$ cat src/hw/rsc_pkg.sv
// constants, register map and types for the reset source controller
package rsc_pkg;
    localparam int unsigned CLK_FREQ_KHZ = 125000;
    localparam int unsigned CLK_PERIOD_NS = 8;
    // power-up delay, nominal
    localparam int unsigned PUD_TIME_MS = 64;
    localparam int unsigned PUD_DEFAULT_CYCLES = PUD_TIME_MS * CLK_FREQ_KHZ;
    // longest low pulse on the pin that is still filtered out
    localparam int unsigned FILTER_TIME_NS = 64;
    localparam int unsigned FILTER_CYCLES =
        (FILTER_TIME_NS + CLK_PERIOD_NS - 1) / CLK_PERIOD_NS;
    // least reset length after a one-cycle reset event
    localparam int unsigned HOLD_TIME_NS = 128;
    localparam int unsigned HOLD_CYCLES =
        (HOLD_TIME_NS + CLK_PERIOD_NS - 1) / CLK_PERIOD_NS;
    localparam int unsigned HOLD_W = $clog2(HOLD_CYCLES + 1);
    localparam logic [HOLD_W-1:0] HOLD_LOAD = HOLD_W'(HOLD_CYCLES);

    localparam int unsigned AXI_ADDR_W = 8;
    localparam logic [7:0] BOR_CTRL_OFFSET = 8'h00;
    localparam logic [7:0] CAUSE_OFFSET = 8'h04;
    localparam logic [7:0] PIN_CTRL_OFFSET = 8'h08;
    localparam logic [1:0] RESP_OKAY = 2'h0;
    localparam logic [1:0] RESP_SLVERR = 2'h2;

    // brownout control register
    localparam int unsigned BOR_SOFT_EN_BIT = 7;
    localparam int unsigned BOR_RESERVED_BIT = 6;
    localparam int unsigned BOR_READY_BIT = 0;
    localparam logic [7:0] BOR_CTRL_RESET = 8'h80;
    localparam logic [7:0] BOR_CTRL_WMASK = 8'hc0;

    // reset cause register; a one in CAUSE_ACTIVE marks an active-high flag
    localparam int unsigned CAUSE_POR_BIT = 0;
    localparam int unsigned CAUSE_BOR_BIT = 1;
    localparam int unsigned CAUSE_SOFT_BIT = 2;
    localparam int unsigned CAUSE_PIN_BIT = 3;
    localparam int unsigned CAUSE_WDT_BIT = 4;
    localparam int unsigned CAUSE_STACK_UNDER_FLAG_BIT = 6;
    localparam int unsigned CAUSE_STACK_OVER_FLAG_BIT = 7;
    localparam logic [7:0] CAUSE_ACTIVE = 8'hc0;
    localparam logic [7:0] CAUSE_IMPL = 8'hdf;
    localparam logic [7:0] CAUSE_RESET = 8'h1e;

    // pin control and status register
    localparam int unsigned PIN_PULLUP_BIT = 0;
    localparam int unsigned PIN_LEVEL_BIT = 1;
    localparam int unsigned PIN_TIMEOUT_BIT = 2;
    localparam int unsigned PIN_POWERDOWN_BIT = 3;
    localparam logic PULLUP_RESET = 1'b1;

    typedef enum logic [1:0] {
        BOR_OFF = 2'b00,
        BOR_SOFT = 2'b01,
        BOR_NOSLEEP = 2'b10,
        BOR_ON = 2'b11
    } bor_mode_t;
endpackage

$ cat src/hw/reset_source_control.sv
// reset source combiner with cause flags, brownout control and axi4-lite
// Contract
// RULE_01 - pin reset disabled only when pin enable and low-voltage config both 0
// RULE_02 - enabled pin held low keeps the device in reset; pin pulled up
// RULE_03 - short low pulses on the pin are filtered out
// RULE_04 - no reset ever drives the pin; it stays an input
// RULE_05 - disabled pin is a plain input with software pull-up control
// RULE_06 - watchdog expiry resets, updates time-out/power-down and its flag
// RULE_07 - reset instruction resets fully and drives its active-low flag to 0
// RULE_08 - stack over/underflow resets when enabled and sets its flag
// RULE_09 - leaving programming mode acts like a device reset
// RULE_10 - power-up delay holds reset 64 ms after power-on or brownout
// RULE_11 - power-up delay active only when its active-low config bit is 0
// RULE_12 - delay count starts once power-on and brownout are released
// RULE_13 - soft brownout enable bit 7 acts only when brownout mode is 01
// RULE_14 - software always writes 0 to reserved bit 6
// RULE_15 - bit 0 reads 1 while brownout circuit active, else 0
// RULE_16 - brownout control bits 5 to 1 read as zero
// RULE_17 - cause register has one flag per reset source
// RULE_18 - a reset changes only its own cause flag
// RULE_19 - hardware never returns a flag to inactive; software does
// RULE_20 - software may set flags active without causing a reset
// RULE_21 - low-power brownout request is ORed into the brownout request
// RULE_22 - pin filter is a synchroniser plus consecutive-low counter
// RULE_23 - system reset is OR of sources and delay, synchronously released
module reset_source_control #(
    parameter int unsigned PUD_CYCLES = rsc_pkg::PUD_DEFAULT_CYCLES
) (
    input wire logic i_clk_sys,
    input wire logic i_reset_n,
    input wire logic i_master_clear_pin,
    output logic o_master_clear_pin_o,
    output logic o_master_clear_pin_oe,
    output logic o_pin_pullup_en,
    output logic o_pin_gpio_level,
    input wire logic i_master_clear_enable_cfg,
    input wire logic i_low_voltage_prog_cfg,
    input wire logic i_stack_fault_reset_cfg,
    input wire logic i_power_up_delay_cfg_n,
    input wire rsc_pkg::bor_mode_t i_brownout_mode_cfg,
    input wire logic i_sleeping,
    input wire logic i_brownout_det,
    input wire logic i_low_power_brownout_det,
    input wire logic i_watchdog_expire,
    input wire logic i_reset_instr,
    input wire logic i_stack_overflow,
    input wire logic i_stack_underflow,
    input wire logic i_prog_exit,
    output logic o_sys_reset_n,
    input wire logic [rsc_pkg::AXI_ADDR_W-1:0] i_s_awaddr,
    input wire logic i_s_awvalid,
    output logic o_s_awready,
    input wire logic [31:0] i_s_wdata,
    input wire logic [3:0] i_s_wstrb,
    input wire logic i_s_wvalid,
    output logic o_s_wready,
    output logic [1:0] o_s_bresp,
    output logic o_s_bvalid,
    input wire logic i_s_bready,
    input wire logic [rsc_pkg::AXI_ADDR_W-1:0] i_s_araddr,
    input wire logic i_s_arvalid,
    output logic o_s_arready,
    output logic [31:0] o_s_rdata,
    output logic [1:0] o_s_rresp,
    output logic o_s_rvalid,
    input wire logic i_s_rready
);
    import rsc_pkg::*;

    logic pin_low_f;
    logic pin_level_s;
    logic pud_running;
    logic pin_enabled;
    logic pin_req;
    logic bor_en;
    logic bor_req;
    logic stk_ovf_evt;
    logic stk_unf_evt;
    logic pulse_evt;
    logic [HOLD_W-1:0] hold_reg;
    logic [7:0] bor_ctrl_reg;
    logic [7:0] cause_reg;
    logic [7:0] cause_next;
    logic pullup_sw_reg;
    logic timeout_status_reg;
    logic powerdown_status_reg;
    logic [AXI_ADDR_W-1:0] aw_addr_reg;
    logic aw_full_reg;
    logic [7:0] w_data_reg;
    logic w_lane0_reg;
    logic w_full_reg;
    logic wr_fire;
    logic wr_hit_bor;
    logic wr_hit_cause;
    logic wr_hit_pin;
    logic [7:0] rd_byte;
    logic rd_ok;

    pin_filter #(
        .SAMPLES(FILTER_CYCLES)
    ) u_filter (
        .i_clk_sys(i_clk_sys),
        .i_reset_n(i_reset_n),
        .i_pin(i_master_clear_pin),
        .o_low(pin_low_f),
        .o_level(pin_level_s)
    ); // [RULE_03] [RULE_22]

    power_up_timer #(
        .CYCLES(PUD_CYCLES)
    ) u_pud (
        .i_clk_sys(i_clk_sys),
        .i_reset_n(i_reset_n),
        .i_hold(bor_req), // [RULE_12]
        .i_power_up_delay_cfg_n(i_power_up_delay_cfg_n), // [RULE_11]
        .o_running(pud_running)
    ); // [RULE_10]

    assign pin_enabled = i_master_clear_enable_cfg
        || i_low_voltage_prog_cfg; // [RULE_01]
    assign pin_req = pin_enabled && pin_low_f; // [RULE_02]

    always_comb begin
        case (i_brownout_mode_cfg)
            BOR_SOFT: bor_en = bor_ctrl_reg[BOR_SOFT_EN_BIT]; // [RULE_13]
            BOR_NOSLEEP: bor_en = !i_sleeping;
            BOR_ON: bor_en = 1'b1;
            default: bor_en = 1'b0;
        endcase
    end

    assign bor_req = (bor_en && i_brownout_det)
        || i_low_power_brownout_det; // [RULE_21]
    assign stk_ovf_evt = i_stack_fault_reset_cfg && i_stack_overflow;
    assign stk_unf_evt = i_stack_fault_reset_cfg && i_stack_underflow;
    assign pulse_evt = i_watchdog_expire || i_reset_instr || stk_ovf_evt
        || stk_unf_evt || i_prog_exit; // [RULE_06] [RULE_07] [RULE_08]

    // one-cycle events are stretched to a minimum reset length
    always_ff @(posedge i_clk_sys or negedge i_reset_n) begin
        if (!i_reset_n) begin
            hold_reg <= HOLD_LOAD;
        end else if (pulse_evt) begin
            hold_reg <= HOLD_LOAD; // [RULE_09]
        end else if (hold_reg != '0) begin
            hold_reg <= hold_reg - HOLD_W'(1);
        end
    end

    // released on a clock edge, asserted at once by the async reset
    always_ff @(posedge i_clk_sys or negedge i_reset_n) begin
        if (!i_reset_n) begin
            o_sys_reset_n <= 1'b0;
        end else begin
            o_sys_reset_n <= !(pin_req || bor_req || pud_running
                || pulse_evt || hold_reg > HOLD_W'(1)); // [RULE_23]
        end
    end

    // the pin is never driven by this block
    always_ff @(posedge i_clk_sys or negedge i_reset_n) begin
        if (!i_reset_n) begin
            o_master_clear_pin_o <= 1'b0;
            o_master_clear_pin_oe <= 1'b0;
        end else begin
            o_master_clear_pin_o <= 1'b0;
            o_master_clear_pin_oe <= 1'b0; // [RULE_04]
        end
    end

    always_ff @(posedge i_clk_sys or negedge i_reset_n) begin
        if (!i_reset_n) begin
            o_pin_pullup_en <= 1'b1;
            o_pin_gpio_level <= 1'b1;
        end else begin
            o_pin_pullup_en <= pin_enabled || pullup_sw_reg; // [RULE_05]
            o_pin_gpio_level <= pin_level_s; // [RULE_05]
        end
    end

    assign wr_fire = aw_full_reg && w_full_reg && !o_s_bvalid;
    assign wr_hit_bor = wr_fire && w_lane0_reg
        && aw_addr_reg == BOR_CTRL_OFFSET;
    assign wr_hit_cause = wr_fire && w_lane0_reg
        && aw_addr_reg == CAUSE_OFFSET;
    assign wr_hit_pin = wr_fire && w_lane0_reg
        && aw_addr_reg == PIN_CTRL_OFFSET;

    always_ff @(posedge i_clk_sys or negedge i_reset_n) begin
        if (!i_reset_n) begin
            bor_ctrl_reg <= BOR_CTRL_RESET;
        end else if (wr_hit_bor) begin
            bor_ctrl_reg <= w_data_reg & BOR_CTRL_WMASK; // [RULE_16]
        end
    end

    // software value first, then any hardware event on top of it
    always_comb begin
        cause_next = cause_reg;
        if (wr_hit_cause) begin
            cause_next = w_data_reg & CAUSE_IMPL; // [RULE_19] [RULE_20]
        end
        if (bor_req) begin
            cause_next[CAUSE_BOR_BIT] = 1'b0; // [RULE_18]
        end
        if (i_reset_instr) begin
            cause_next[CAUSE_SOFT_BIT] = 1'b0; // [RULE_07]
        end
        if (pin_req) begin
            cause_next[CAUSE_PIN_BIT] = 1'b0; // [RULE_17]
        end
        if (i_watchdog_expire) begin
            cause_next[CAUSE_WDT_BIT] = 1'b0; // [RULE_06]
        end
        if (stk_unf_evt) begin
            cause_next[CAUSE_STACK_UNDER_FLAG_BIT] = 1'b1; // [RULE_08]
        end
        if (stk_ovf_evt) begin
            cause_next[CAUSE_STACK_OVER_FLAG_BIT] = 1'b1; // [RULE_08]
        end
    end

    always_ff @(posedge i_clk_sys or negedge i_reset_n) begin
        if (!i_reset_n) begin
            cause_reg <= CAUSE_RESET;
        end else begin
            cause_reg <= cause_next;
        end
    end

    always_ff @(posedge i_clk_sys or negedge i_reset_n) begin
        if (!i_reset_n) begin
            pullup_sw_reg <= PULLUP_RESET;
        end else if (wr_hit_pin) begin
            pullup_sw_reg <= w_data_reg[PIN_PULLUP_BIT];
        end
    end

    // time-out low and power-down high after a watchdog reset
    always_ff @(posedge i_clk_sys or negedge i_reset_n) begin
        if (!i_reset_n) begin
            timeout_status_reg <= 1'b1;
            powerdown_status_reg <= 1'b1;
        end else if (i_watchdog_expire) begin
            timeout_status_reg <= 1'b0; // [RULE_06]
            powerdown_status_reg <= 1'b1;
        end
    end

    // write channel: address and data taken in either order
    always_ff @(posedge i_clk_sys or negedge i_reset_n) begin
        if (!i_reset_n) begin
            o_s_awready <= 1'b1;
            aw_full_reg <= 1'b0;
            aw_addr_reg <= '0;
        end else if (i_s_awvalid && o_s_awready) begin
            o_s_awready <= 1'b0;
            aw_full_reg <= 1'b1;
            aw_addr_reg <= i_s_awaddr;
        end else if (wr_fire) begin
            aw_full_reg <= 1'b0;
        end else if (o_s_bvalid && i_s_bready) begin
            o_s_awready <= 1'b1;
        end
    end

    always_ff @(posedge i_clk_sys or negedge i_reset_n) begin
        if (!i_reset_n) begin
            o_s_wready <= 1'b1;
            w_full_reg <= 1'b0;
            w_data_reg <= '0;
            w_lane0_reg <= 1'b0;
        end else if (i_s_wvalid && o_s_wready) begin
            o_s_wready <= 1'b0;
            w_full_reg <= 1'b1;
            w_data_reg <= i_s_wdata[7:0];
            w_lane0_reg <= i_s_wstrb[0];
        end else if (wr_fire) begin
            w_full_reg <= 1'b0;
        end else if (o_s_bvalid && i_s_bready) begin
            o_s_wready <= 1'b1;
        end
    end

    always_ff @(posedge i_clk_sys or negedge i_reset_n) begin
        if (!i_reset_n) begin
            o_s_bvalid <= 1'b0;
            o_s_bresp <= RESP_OKAY;
        end else if (wr_fire) begin
            o_s_bvalid <= 1'b1;
            o_s_bresp <= (aw_addr_reg == BOR_CTRL_OFFSET
                || aw_addr_reg == CAUSE_OFFSET
                || aw_addr_reg == PIN_CTRL_OFFSET) ? RESP_OKAY : RESP_SLVERR;
        end else if (i_s_bready) begin
            o_s_bvalid <= 1'b0;
        end
    end

    always_comb begin
        rd_byte = 8'h00;
        rd_ok = 1'b1;
        case (i_s_araddr)
            BOR_CTRL_OFFSET: begin
                rd_byte = bor_ctrl_reg;
                rd_byte[BOR_READY_BIT] = bor_en; // [RULE_15]
            end
            CAUSE_OFFSET: rd_byte = cause_reg; // [RULE_17]
            PIN_CTRL_OFFSET: begin
                rd_byte[PIN_PULLUP_BIT] = pullup_sw_reg;
                rd_byte[PIN_LEVEL_BIT] = pin_level_s;
                rd_byte[PIN_TIMEOUT_BIT] = timeout_status_reg;
                rd_byte[PIN_POWERDOWN_BIT] = powerdown_status_reg;
            end
            default: rd_ok = 1'b0;
        endcase
    end

    always_ff @(posedge i_clk_sys or negedge i_reset_n) begin
        if (!i_reset_n) begin
            o_s_arready <= 1'b1;
            o_s_rvalid <= 1'b0;
            o_s_rdata <= '0;
            o_s_rresp <= RESP_OKAY;
        end else if (i_s_arvalid && o_s_arready) begin
            o_s_arready <= 1'b0;
            o_s_rvalid <= 1'b1;
            o_s_rdata <= {24'h000000, rd_byte};
            o_s_rresp <= rd_ok ? RESP_OKAY : RESP_SLVERR;
        end else if (o_s_rvalid && i_s_rready) begin
            o_s_rvalid <= 1'b0;
            o_s_arready <= 1'b1;
        end
    end
endmodule

$ cat src/hw/pin_filter.sv
// synchroniser and low-pulse filter for the master clear pin
module pin_filter #(
    parameter int unsigned SAMPLES = rsc_pkg::FILTER_CYCLES
) (
    input wire logic i_clk_sys,
    input wire logic i_reset_n,
    input wire logic i_pin,
    output logic o_low,
    output logic o_level
);
    localparam int unsigned CNT_W = $clog2(SAMPLES + 1);
    localparam logic [CNT_W-1:0] CNT_TOP = CNT_W'(SAMPLES);
    logic meta_reg;
    logic [CNT_W-1:0] cnt_reg;

    // pin idles high through its pull-up
    always_ff @(posedge i_clk_sys or negedge i_reset_n) begin
        if (!i_reset_n) begin
            meta_reg <= 1'b1;
            o_level <= 1'b1;
        end else begin
            meta_reg <= i_pin;
            o_level <= meta_reg;
        end
    end

    // low must persist for SAMPLES + 1 samples; any high sample restarts it
    always_ff @(posedge i_clk_sys or negedge i_reset_n) begin
        if (!i_reset_n) begin
            cnt_reg <= '0;
            o_low <= 1'b0;
        end else if (o_level) begin
            cnt_reg <= '0;
            o_low <= 1'b0;
        end else if (cnt_reg != CNT_TOP) begin
            cnt_reg <= cnt_reg + CNT_W'(1);
            o_low <= 1'b0;
        end else begin
            o_low <= 1'b1;
        end
    end
endmodule

$ cat src/hw/power_up_timer.sv
// power-up delay counter, restarted while the hold input is high
module power_up_timer #(
    parameter int unsigned CYCLES = rsc_pkg::PUD_DEFAULT_CYCLES
) (
    input wire logic i_clk_sys,
    input wire logic i_reset_n,
    input wire logic i_hold,
    input wire logic i_power_up_delay_cfg_n,
    output logic o_running
);
    localparam int unsigned CNT_W = $clog2(CYCLES + 1);
    localparam logic [CNT_W-1:0] CNT_LOAD = CNT_W'(CYCLES);
    logic [CNT_W-1:0] cnt_reg;

    // loaded at power-on, reloaded while held, counts once released
    always_ff @(posedge i_clk_sys or negedge i_reset_n) begin
        if (!i_reset_n) begin
            cnt_reg <= CNT_LOAD;
        end else if (i_hold) begin
            cnt_reg <= CNT_LOAD;
        end else if (cnt_reg != '0) begin
            cnt_reg <= cnt_reg - CNT_W'(1);
        end
    end

    always_ff @(posedge i_clk_sys or negedge i_reset_n) begin
        if (!i_reset_n) begin
            o_running <= 1'b1;
        end else begin
            o_running <= !i_power_up_delay_cfg_n && (cnt_reg > CNT_W'(1));
        end
    end
endmodule

$ cat config.mk
export PLATFORM = sky130hd
export DESIGN_NAME = reset_source_control
export DESIGN_NICKNAME = d
export VERILOG_FILES = /design/src/hw/rsc_pkg.sv /design/src/hw/reset_source_control.sv /design/src/hw/pin_filter.sv /design/src/hw/power_up_timer.sv
export SDC_FILE = /design/constraint.sdc
export NUM_CORES = 1
export LEC_CHECK = 0
export ABC_AREA = 1
export ABC_CLOCK_PERIOD_IN_PS = 1500
export BUFFER_PORTS_ARGS = -buffer_cell sky130_fd_sc_hd__clkbuf_2
export CAP_MARGIN = 20
export CORE_AREA = 2 2 120 122
export CTS_BUF_LIST = sky130_fd_sc_hd__clkbuf_4 sky130_fd_sc_hd__clkbuf_8
export DETAILED_ROUTE_END_ITERATION = 10
export DIE_AREA = 0 0 122 124
export REMOVE_ABC_BUFFERS = 1
export SLEW_MARGIN = 20
export SYNTH_ARGS = -nofsm -noshare
export SYNTH_HDL_FRONTEND = slang
export SYNTH_SLANG_ARGS = --single-unit
$ cat constraint.sdc
create_clock -name i_clk_sys -period 1.5 [get_ports i_clk_sys]
set_input_delay 0 -clock i_clk_sys [delete_from_list [all_inputs] [get_ports i_clk_sys]]
set_output_delay 0 -clock i_clk_sys [all_outputs]
set_load 0.05 [all_outputs]
==> results of run 1 <==
## area by class of cell
class,count,share of cell area
well taps,180,0.0404
inverters,55,0.0371
repair buffers,135,0.173
multi-input cells,354,0.341
clock inverters,6,0.0117
flip-flops and latches,82,0.374
clock buffers,10,0.0236
## where the power goes
group / total, mW / internal [mW] / switching, mW
sequential: 3.06 / 2.76 / 0.305
combinational: 2.60 / 0.900 / 1.70
clock: 1.65 / 0.794 / 0.859
## repair_timing
item,4_1_cts,5_1_grt
gates resized for setup,7,37
endpoints found under the hold margin,100,0
endpoints found under the setup margin,12,30
hold buffers,30,0
pin swaps,0,4
buffers inserted,0,2
## path summary, 6_finish.rpt
| path | startpoint | endpoint | slack [ns] | cells past startpoint |
|---|---|---|---|---|
| worst max register to register | u_pud.cnt_reg[0] | u_pud.cnt_reg[18] | 0.04 | 8 |
| worst max-delay path | u_pud.cnt_reg[0] | u_pud.cnt_reg[18] | 0.04 | 8 |
| min in group asynchronous | i_reset_n | u_pud.cnt_reg[16] | 0.11 | 2 |
| max in group asynchronous | i_reset_n | hold_reg[4] | 0.73 | 3 |
| worst min-delay path | i_s_araddr[2] | o_s_rdata[7] | 0.05 | 6 |
| worst min register to register | u_filter.meta_reg | u_filter.o_level | 0.37 | 0 |
## per-layer routing
metal  vias up  GRT usage
met4         0     0.0661
met5         -          0
li1       1824          -
met1      1682      0.184
met2        91      0.236
met3        14     0.0252
## layout by cell type, fill, tap and decap left out, types with 8 or more instances in the layout
cell type,n
sky130_fd_sc_hd__dlygate4sd3_1,30
sky130_fd_sc_hd__o21ai_0,21
sky130_fd_sc_hd__buf_4,42
sky130_fd_sc_hd__nor2_1,59
sky130_fd_sc_hd__nor2_4,10
sky130_fd_sc_hd__conb_1,29
sky130_fd_sc_hd__nor3_1,8
sky130_fd_sc_hd__nand2_1,86
sky130_fd_sc_hd__clkbuf_8,9
sky130_fd_sc_hd__dfstp_2,23
sky130_fd_sc_hd__nor2_2,12
sky130_fd_sc_hd__inv_1,51
sky130_fd_sc_hd__dfrtp_1,59
sky130_fd_sc_hd__mux2_2,11
sky130_fd_sc_hd__nand3_1,44
sky130_fd_sc_hd__xor2_1,8
sky130_fd_sc_hd__a21oi_1,18
sky130_fd_sc_hd__clkbuf_2,61
## logic make-up after synthesis
family | synth area share
simple gates | 0.251
buf+inv | 0.109
flops | 0.496
compound gates | 0.0692
xor+xnor | 0.0230
mux | 0.0295
fa+ha+maj | 0.0209
other cells | 0.000894
## critical path, cell delays in order, from the launching register on
cell	delay, ns
sky130_fd_sc_hd__dfrtp_1	0.39
sky130_fd_sc_hd__inv_2	0.08
sky130_fd_sc_hd__ha_4	0.15
sky130_fd_sc_hd__nand2_2	0.08
sky130_fd_sc_hd__nor2_4	0.13
sky130_fd_sc_hd__nand3_4	0.12
sky130_fd_sc_hd__buf_4	0.18
sky130_fd_sc_hd__a21oi_1	0.16
sky130_fd_sc_hd__nor2_1	0.07
==> reports/qor.tcl, run 1 <==
set qor(status) {finished clean}
set qor(worst-slew-pin-transition_ns) 0.500
set qor(globalplace.congestion) 0.851
set qor(largest_register_ff_count) 23
set qor(diodes) 0
set qor(htreeDepth) 3
set qor(routed-wl-met3_um) 402
set qor(wl_met2_um) 4970
set qor(nNetsFinal) 718
set qor(place.detailed.hpwl_um) 7780
set qor(detail_route.drc_violations) 0
set qor(maximum_buffer_depth_of_the_clock_tree) 2
set qor(period_needed_ns) 1.46
set qor(setup.worst_path.class) {reg2reg}
set qor(min-delay-path-class) {in2reg}
set qor(layout_utilization) 0.406
set qor(layout.area.seq_mm2) 0.00208
set qor(yosysWarnings) 0
set qor(clock_tree_from_tritoncts) {yes}
set qor(critical_path.startpoint_type) {flop}
set qor(synth-edff-count) 0
set qor(synth.cell_area_mm2) 0.00420
set qor(core.rowCount) 43
set qor(worstSkewPairLatency_ns) 0.37
set qor(globalRouteOverflowTotal) 0
set qor(post-synth-top-area-fraction) 0.352
set qor(arrival_ns) 1.72
set qor(drt-total-wl_um) 10300
set qor(worst_setup_path_end_kind) {flop}
set qor(cp.required_ns) 1.76
set qor(design_area_mm2) 0.00557
set qor(die_width_um) 122
set qor(clock_sinks) 82
set qor(share_of_the_clock_period_used_by_the_worst_path_after_layout) 0.972
set qor(report.final.setup_viol) 0
set qor(grt_max_degree) 38
set qor(cp_max_fo) 6
set qor(dpl-instance-area_mm2) 0.00492
set qor(hold_viol_final) 0
set qor(highest_metal_layer_with_signal_wires) {met4}
set qor(drt.antenna.violating_nets) 0
set qor(max_rail_drop_vdd_v) 0.000464
set qor(power-per-cell-area_mw_per_mm2) 1310
set qor(timing.slew.headroom) 0.663
set qor(ys_top_cells_by_area) {sky130_fd_sc_hd__dfrtp_1 35%, sky130_fd_sc_hd__dfstp_2 14%, sky130_fd_sc_hd__nand2_1 8.0%}
set qor(setup-tns-final_ns) 0
set qor(cap_viol_max_count) 0
set qor(ctsRootBufferMaster) {sky130_fd_sc_hd__clkbuf_8}
set qor(synthMostInstantiatedCell) {sky130_fd_sc_hd__nand2_1}
set qor(initial_core_util) 0.306
set qor(number_of_antenna_violations_at_the_first_check_in_global_routing) 0
set qor(grt_pass1_wl_um) 16900
set qor(io_pins) 120
set qor(cts_buffers) 9
set qor(power_mw) 7.32
set qor(dr.first_iter.drc_count) 218
set qor(synth_ff_type) {sky130_fd_sc_hd__dfrtp_1}
set qor(pre_cts_ws_ns) -0.0723
set qor(wirelength_met1_um) 4750
set qor(synth.yosys.seq_area_share) 0.496
set qor(final_layout_size_suffix_gt1_frac) 0.305
set qor(die_height_um) 124
set qor(most_instantiated_cells_after_synthesis) {89 x sky130_fd_sc_hd__nand2_1, 76 x sky130_fd_sc_hd__nor2_1, 59 x sky130_fd_sc_hd__dfrtp_1}
set qor(areaGrowthSynthToFinish_pct) 32.7
set qor(vias_per_cell) 4.39
set qor(setup_slack_ns) 0.0413
set qor(fp.dieArea_mm2) 0.0151
set qor(core_area_mm2) 0.0137
set qor(clock-skew-final_ns) 0.0127
set qor(holdWs_ns) 0.0478
set qor(numPlacedInstances) 774
set qor(ys_ff_latch) 82
set qor(fillers) 1370
set qor(yosysUniqueCellTypes) 34
set qor(drt_first_pass_iters) 5
set qor(synthCells) 498
set qor(routed-via-count) 3611
set qor(multi_input_comb_area_mm2) 0.00190
set qor(unrepaired_setup_endpoints_after_global_routing) {true}
set qor(synth_async_sr_flop_share) 1.00
set qor(grt_pass1_vias) 3543
set qor(port_buffers) 62
set qor(finalNonFillerCells) 822
set qor(timing_max_transition_violations_final) 0
set qor(grt.total_usage) 0.143
set qor(netlist.top_cell.by_area) {sky130_fd_sc_hd__dfrtp_1}
set qor(max_clock_freq_ghz) 0.686
set qor(leakage_nw) 2.73
set qor(cts.clk_slew.worst_paths_ns) 0.09
set qor(post_drt_wl_per_cell_um) 12.6
set qor(mean_cell_area_of_the_mapped_netlist_um2) 8.42
(Power assumes the default switching activity.)
==> run 2, diff against run 1 <==
- BUFFER_PORTS_ARGS: -buffer_cell sky130_fd_sc_hd__clkbuf_2 -> -buffer_cell sky130_fd_sc_hd__buf_4
- CTS_BUF_LIST: sky130_fd_sc_hd__clkbuf_4 sky130_fd_sc_hd__clkbuf_8 -> sky130_fd_sc_hd__clkbuf_8
==> reports/qor.tcl, run 2 (same netlist as run 1, synthesis figures left out) <==
set qor(clock_tree_from_tritoncts) {yes}
set qor(power_mw) 7.73
set qor(setup.worst_path.class) {reg2reg}
set qor(place.detailed.hpwl_um) 7730
set qor(routed-via-count) 3646
set qor(clock-skew-final_ns) 0.0114
set qor(leakage_nw) 2.80
set qor(status) {finished clean}
set qor(max_stage_delay_ns) 0.58
set qor(grt.total_usage) 0.142
set qor(detail_route.drc_violations) 0
set qor(grt_pass1_wl_um) 16600
set qor(numPlacedInstances) 773
set qor(drt-total-wl_um) 10400
set qor(crit_path_cell_trace) {or3_1 > dlygate4sd3_1}
set qor(initial_core_util) 0.306
set qor(max_rail_drop_vdd_v) 0.000503
set qor(hold-path-endpoint) {cause_reg[3]}
set qor(r2r-start) {pullup_sw_reg}
set qor(layout.cells.most_common) {sky130_fd_sc_hd__buf_4}
set qor(mostFrequentLayoutCells) {101 x sky130_fd_sc_hd__buf_4, 86 x sky130_fd_sc_hd__nand2_1, 59 x sky130_fd_sc_hd__dfrtp_1}
set qor(cpLargestDelayFamily) {buffers and inverters}
set qor(fp.dieArea_mm2) 0.0151
set qor(drt.antenna.violating_nets) 0
set qor(wirelength_met1_um) 4560
set qor(worst_setup_path_end_kind) {flop}
set qor(dr.first_iter.drc_count) 134
set qor(cp_max_fo) 3
set qor(cp.required_ns) 1.79
set qor(globalRouteOverflowTotal) 0
set qor(core.rowCount) 43
set qor(areaGrowthSynthToFinish_pct) 37.9
set qor(report.final.setup_viol) 0
set qor(maximum_buffer_depth_of_the_clock_tree) 2
set qor(pre_cts_ws_ns) -0.0482
set qor(layout_utilization) 0.422
set qor(critical_path_buf_inv_count) 1
set qor(finalNonFillerCells) 821
set qor(io_pins) 120
set qor(worstSkewPairLatency_ns) 0.37
set qor(cts.clk_slew.worst_paths_ns) 0.09
set qor(port_buffers) 62
set qor(setup_slack_ns) 0.0813
set qor(highest_metal_layer_with_signal_wires) {met4}
set qor(setup-tns-final_ns) 0
set qor(vias_per_cell) 4.44
set qor(htreeDepth) 3
set qor(drt_first_pass_iters) 4
set qor(ctsRootBufferMaster) {sky130_fd_sc_hd__clkbuf_8}
set qor(die_width_um) 122
set qor(globalplace.congestion) 0.880
set qor(clock_sinks) 82
set qor(max_clock_freq_ghz) 0.705
set qor(share_of_the_clock_period_used_by_the_worst_path_after_layout) 0.946
set qor(arrival_ns) 1.71
set qor(holdCritStartpoint) {i_low_voltage_prog_cfg}
set qor(worst-r2r-cell-count) 2
set qor(timing.hold.worst_path_depth) 4
set qor(min-delay-path-class) {in2reg}
set qor(core_area_mm2) 0.0137
set qor(cts_buffers) 9
set qor(number_of_antenna_violations_at_the_first_check_in_global_routing) 0
set qor(grt_max_degree) 31
set qor(crit_path_top_delay_cell) {sky130_fd_sc_hd__dlygate4sd3_1}
set qor(worstReg2RegEnd) {o_pin_pullup_en}
set qor(power-per-cell-area_mw_per_mm2) 1340
set qor(grt_pass1_vias) 3538
set qor(hold_viol_final) 0
set qor(period_needed_ns) 1.42
set qor(routed-wl-met3_um) 440
set qor(unrepaired_setup_endpoints_after_global_routing) {true}
set qor(critical_path.startpoint_type) {flop}
set qor(largest_register_ff_count) 23
set qor(cap_viol_max_count) 0
set qor(rrSetupSlack_ns) 0.08
set qor(die_height_um) 124
set qor(nNetsFinal) 718
set qor(timing_max_transition_violations_final) 0
set qor(diodes) 0
set qor(post_drt_wl_per_cell_um) 12.6
set qor(final_layout_size_suffix_gt1_frac) 0.304
set qor(wl_met2_um) 5070
==> run 2: final cells by class <==
type / count / area (um2)
multi-input combinational: 354 / 1900
inverter: 55 / 206
timing repair buffer: 135 / 1140
sequential: 82 / 2080
clock inverter: 6 / 114
clock buffer: 9 / 124
fill: 1376 / 7940
tap: 180 / 225
==> run 2: where the power goes <==
group | internal, mW | switching, mW | total, mW
clock | 1.10 | 0.833 | 1.93
combinational | 1.02 | 1.71 | 2.73
sequential | 2.76 | 0.309 | 3.06
total | 4.88 | 2.86 | 7.73
==> run 2: layer usage <==
metal	vias to the layer above	GRT usage
met1	1720	0.178
met5	-	0
met2	90	0.234
met4	0	0.0790
met3	17	0.0234
li1	1819	-
==> run 2: worst register-to-register path: stages (launching register included) <==
cell and delay, ns:
sky130_fd_sc_hd__dfstp_2 0.40, sky130_fd_sc_hd__or3_1 0.37, sky130_fd_sc_hd__dlygate4sd3_1 0.58
==> run 2: what timing repair did <==
item | 4_1_cts | 5_1_grt
pin swaps | 0 | 7
resized for setup | 4 | 39
hold endpoints to repair | 103 | 0
hold buffers | 30 | 0
setup endpoints to repair | 9 | 33
buffers inserted | 0 | 3
==> run 2: how the worst max path moves through the flow <==
stage | slack, ns | startpoint | endpoint | cells past startpoint
after floorplan | -0.1 | u_pud.cnt_reg[0] | u_pud.cnt_reg[0] | 8
after global placement | -0.01 | u_pud.cnt_reg[0] | u_pud.cnt_reg[1] | 8
after detailed placement | -0.05 | u_pud.cnt_reg[0] | u_pud.cnt_reg[1] | 8
after CTS | 0.002 | hold_reg[0] | hold_reg[1] | 6
after global routing | -0.03 | u_pud.cnt_reg[21] | u_pud.cnt_reg[18] | 7
final | 0.08 | pullup_sw_reg | o_pin_pullup_en | 2
==> run 2: per-stage QoR <==
stage	hold slack (ns)	instance area, um2
after floorplan	-0.296	4050
after global placement	-0.0635	5090
after detailed placement	-0.0559	5090
after CTS	0.0121	5640
after global routing	0.0418	5780
final	0.0382	5780
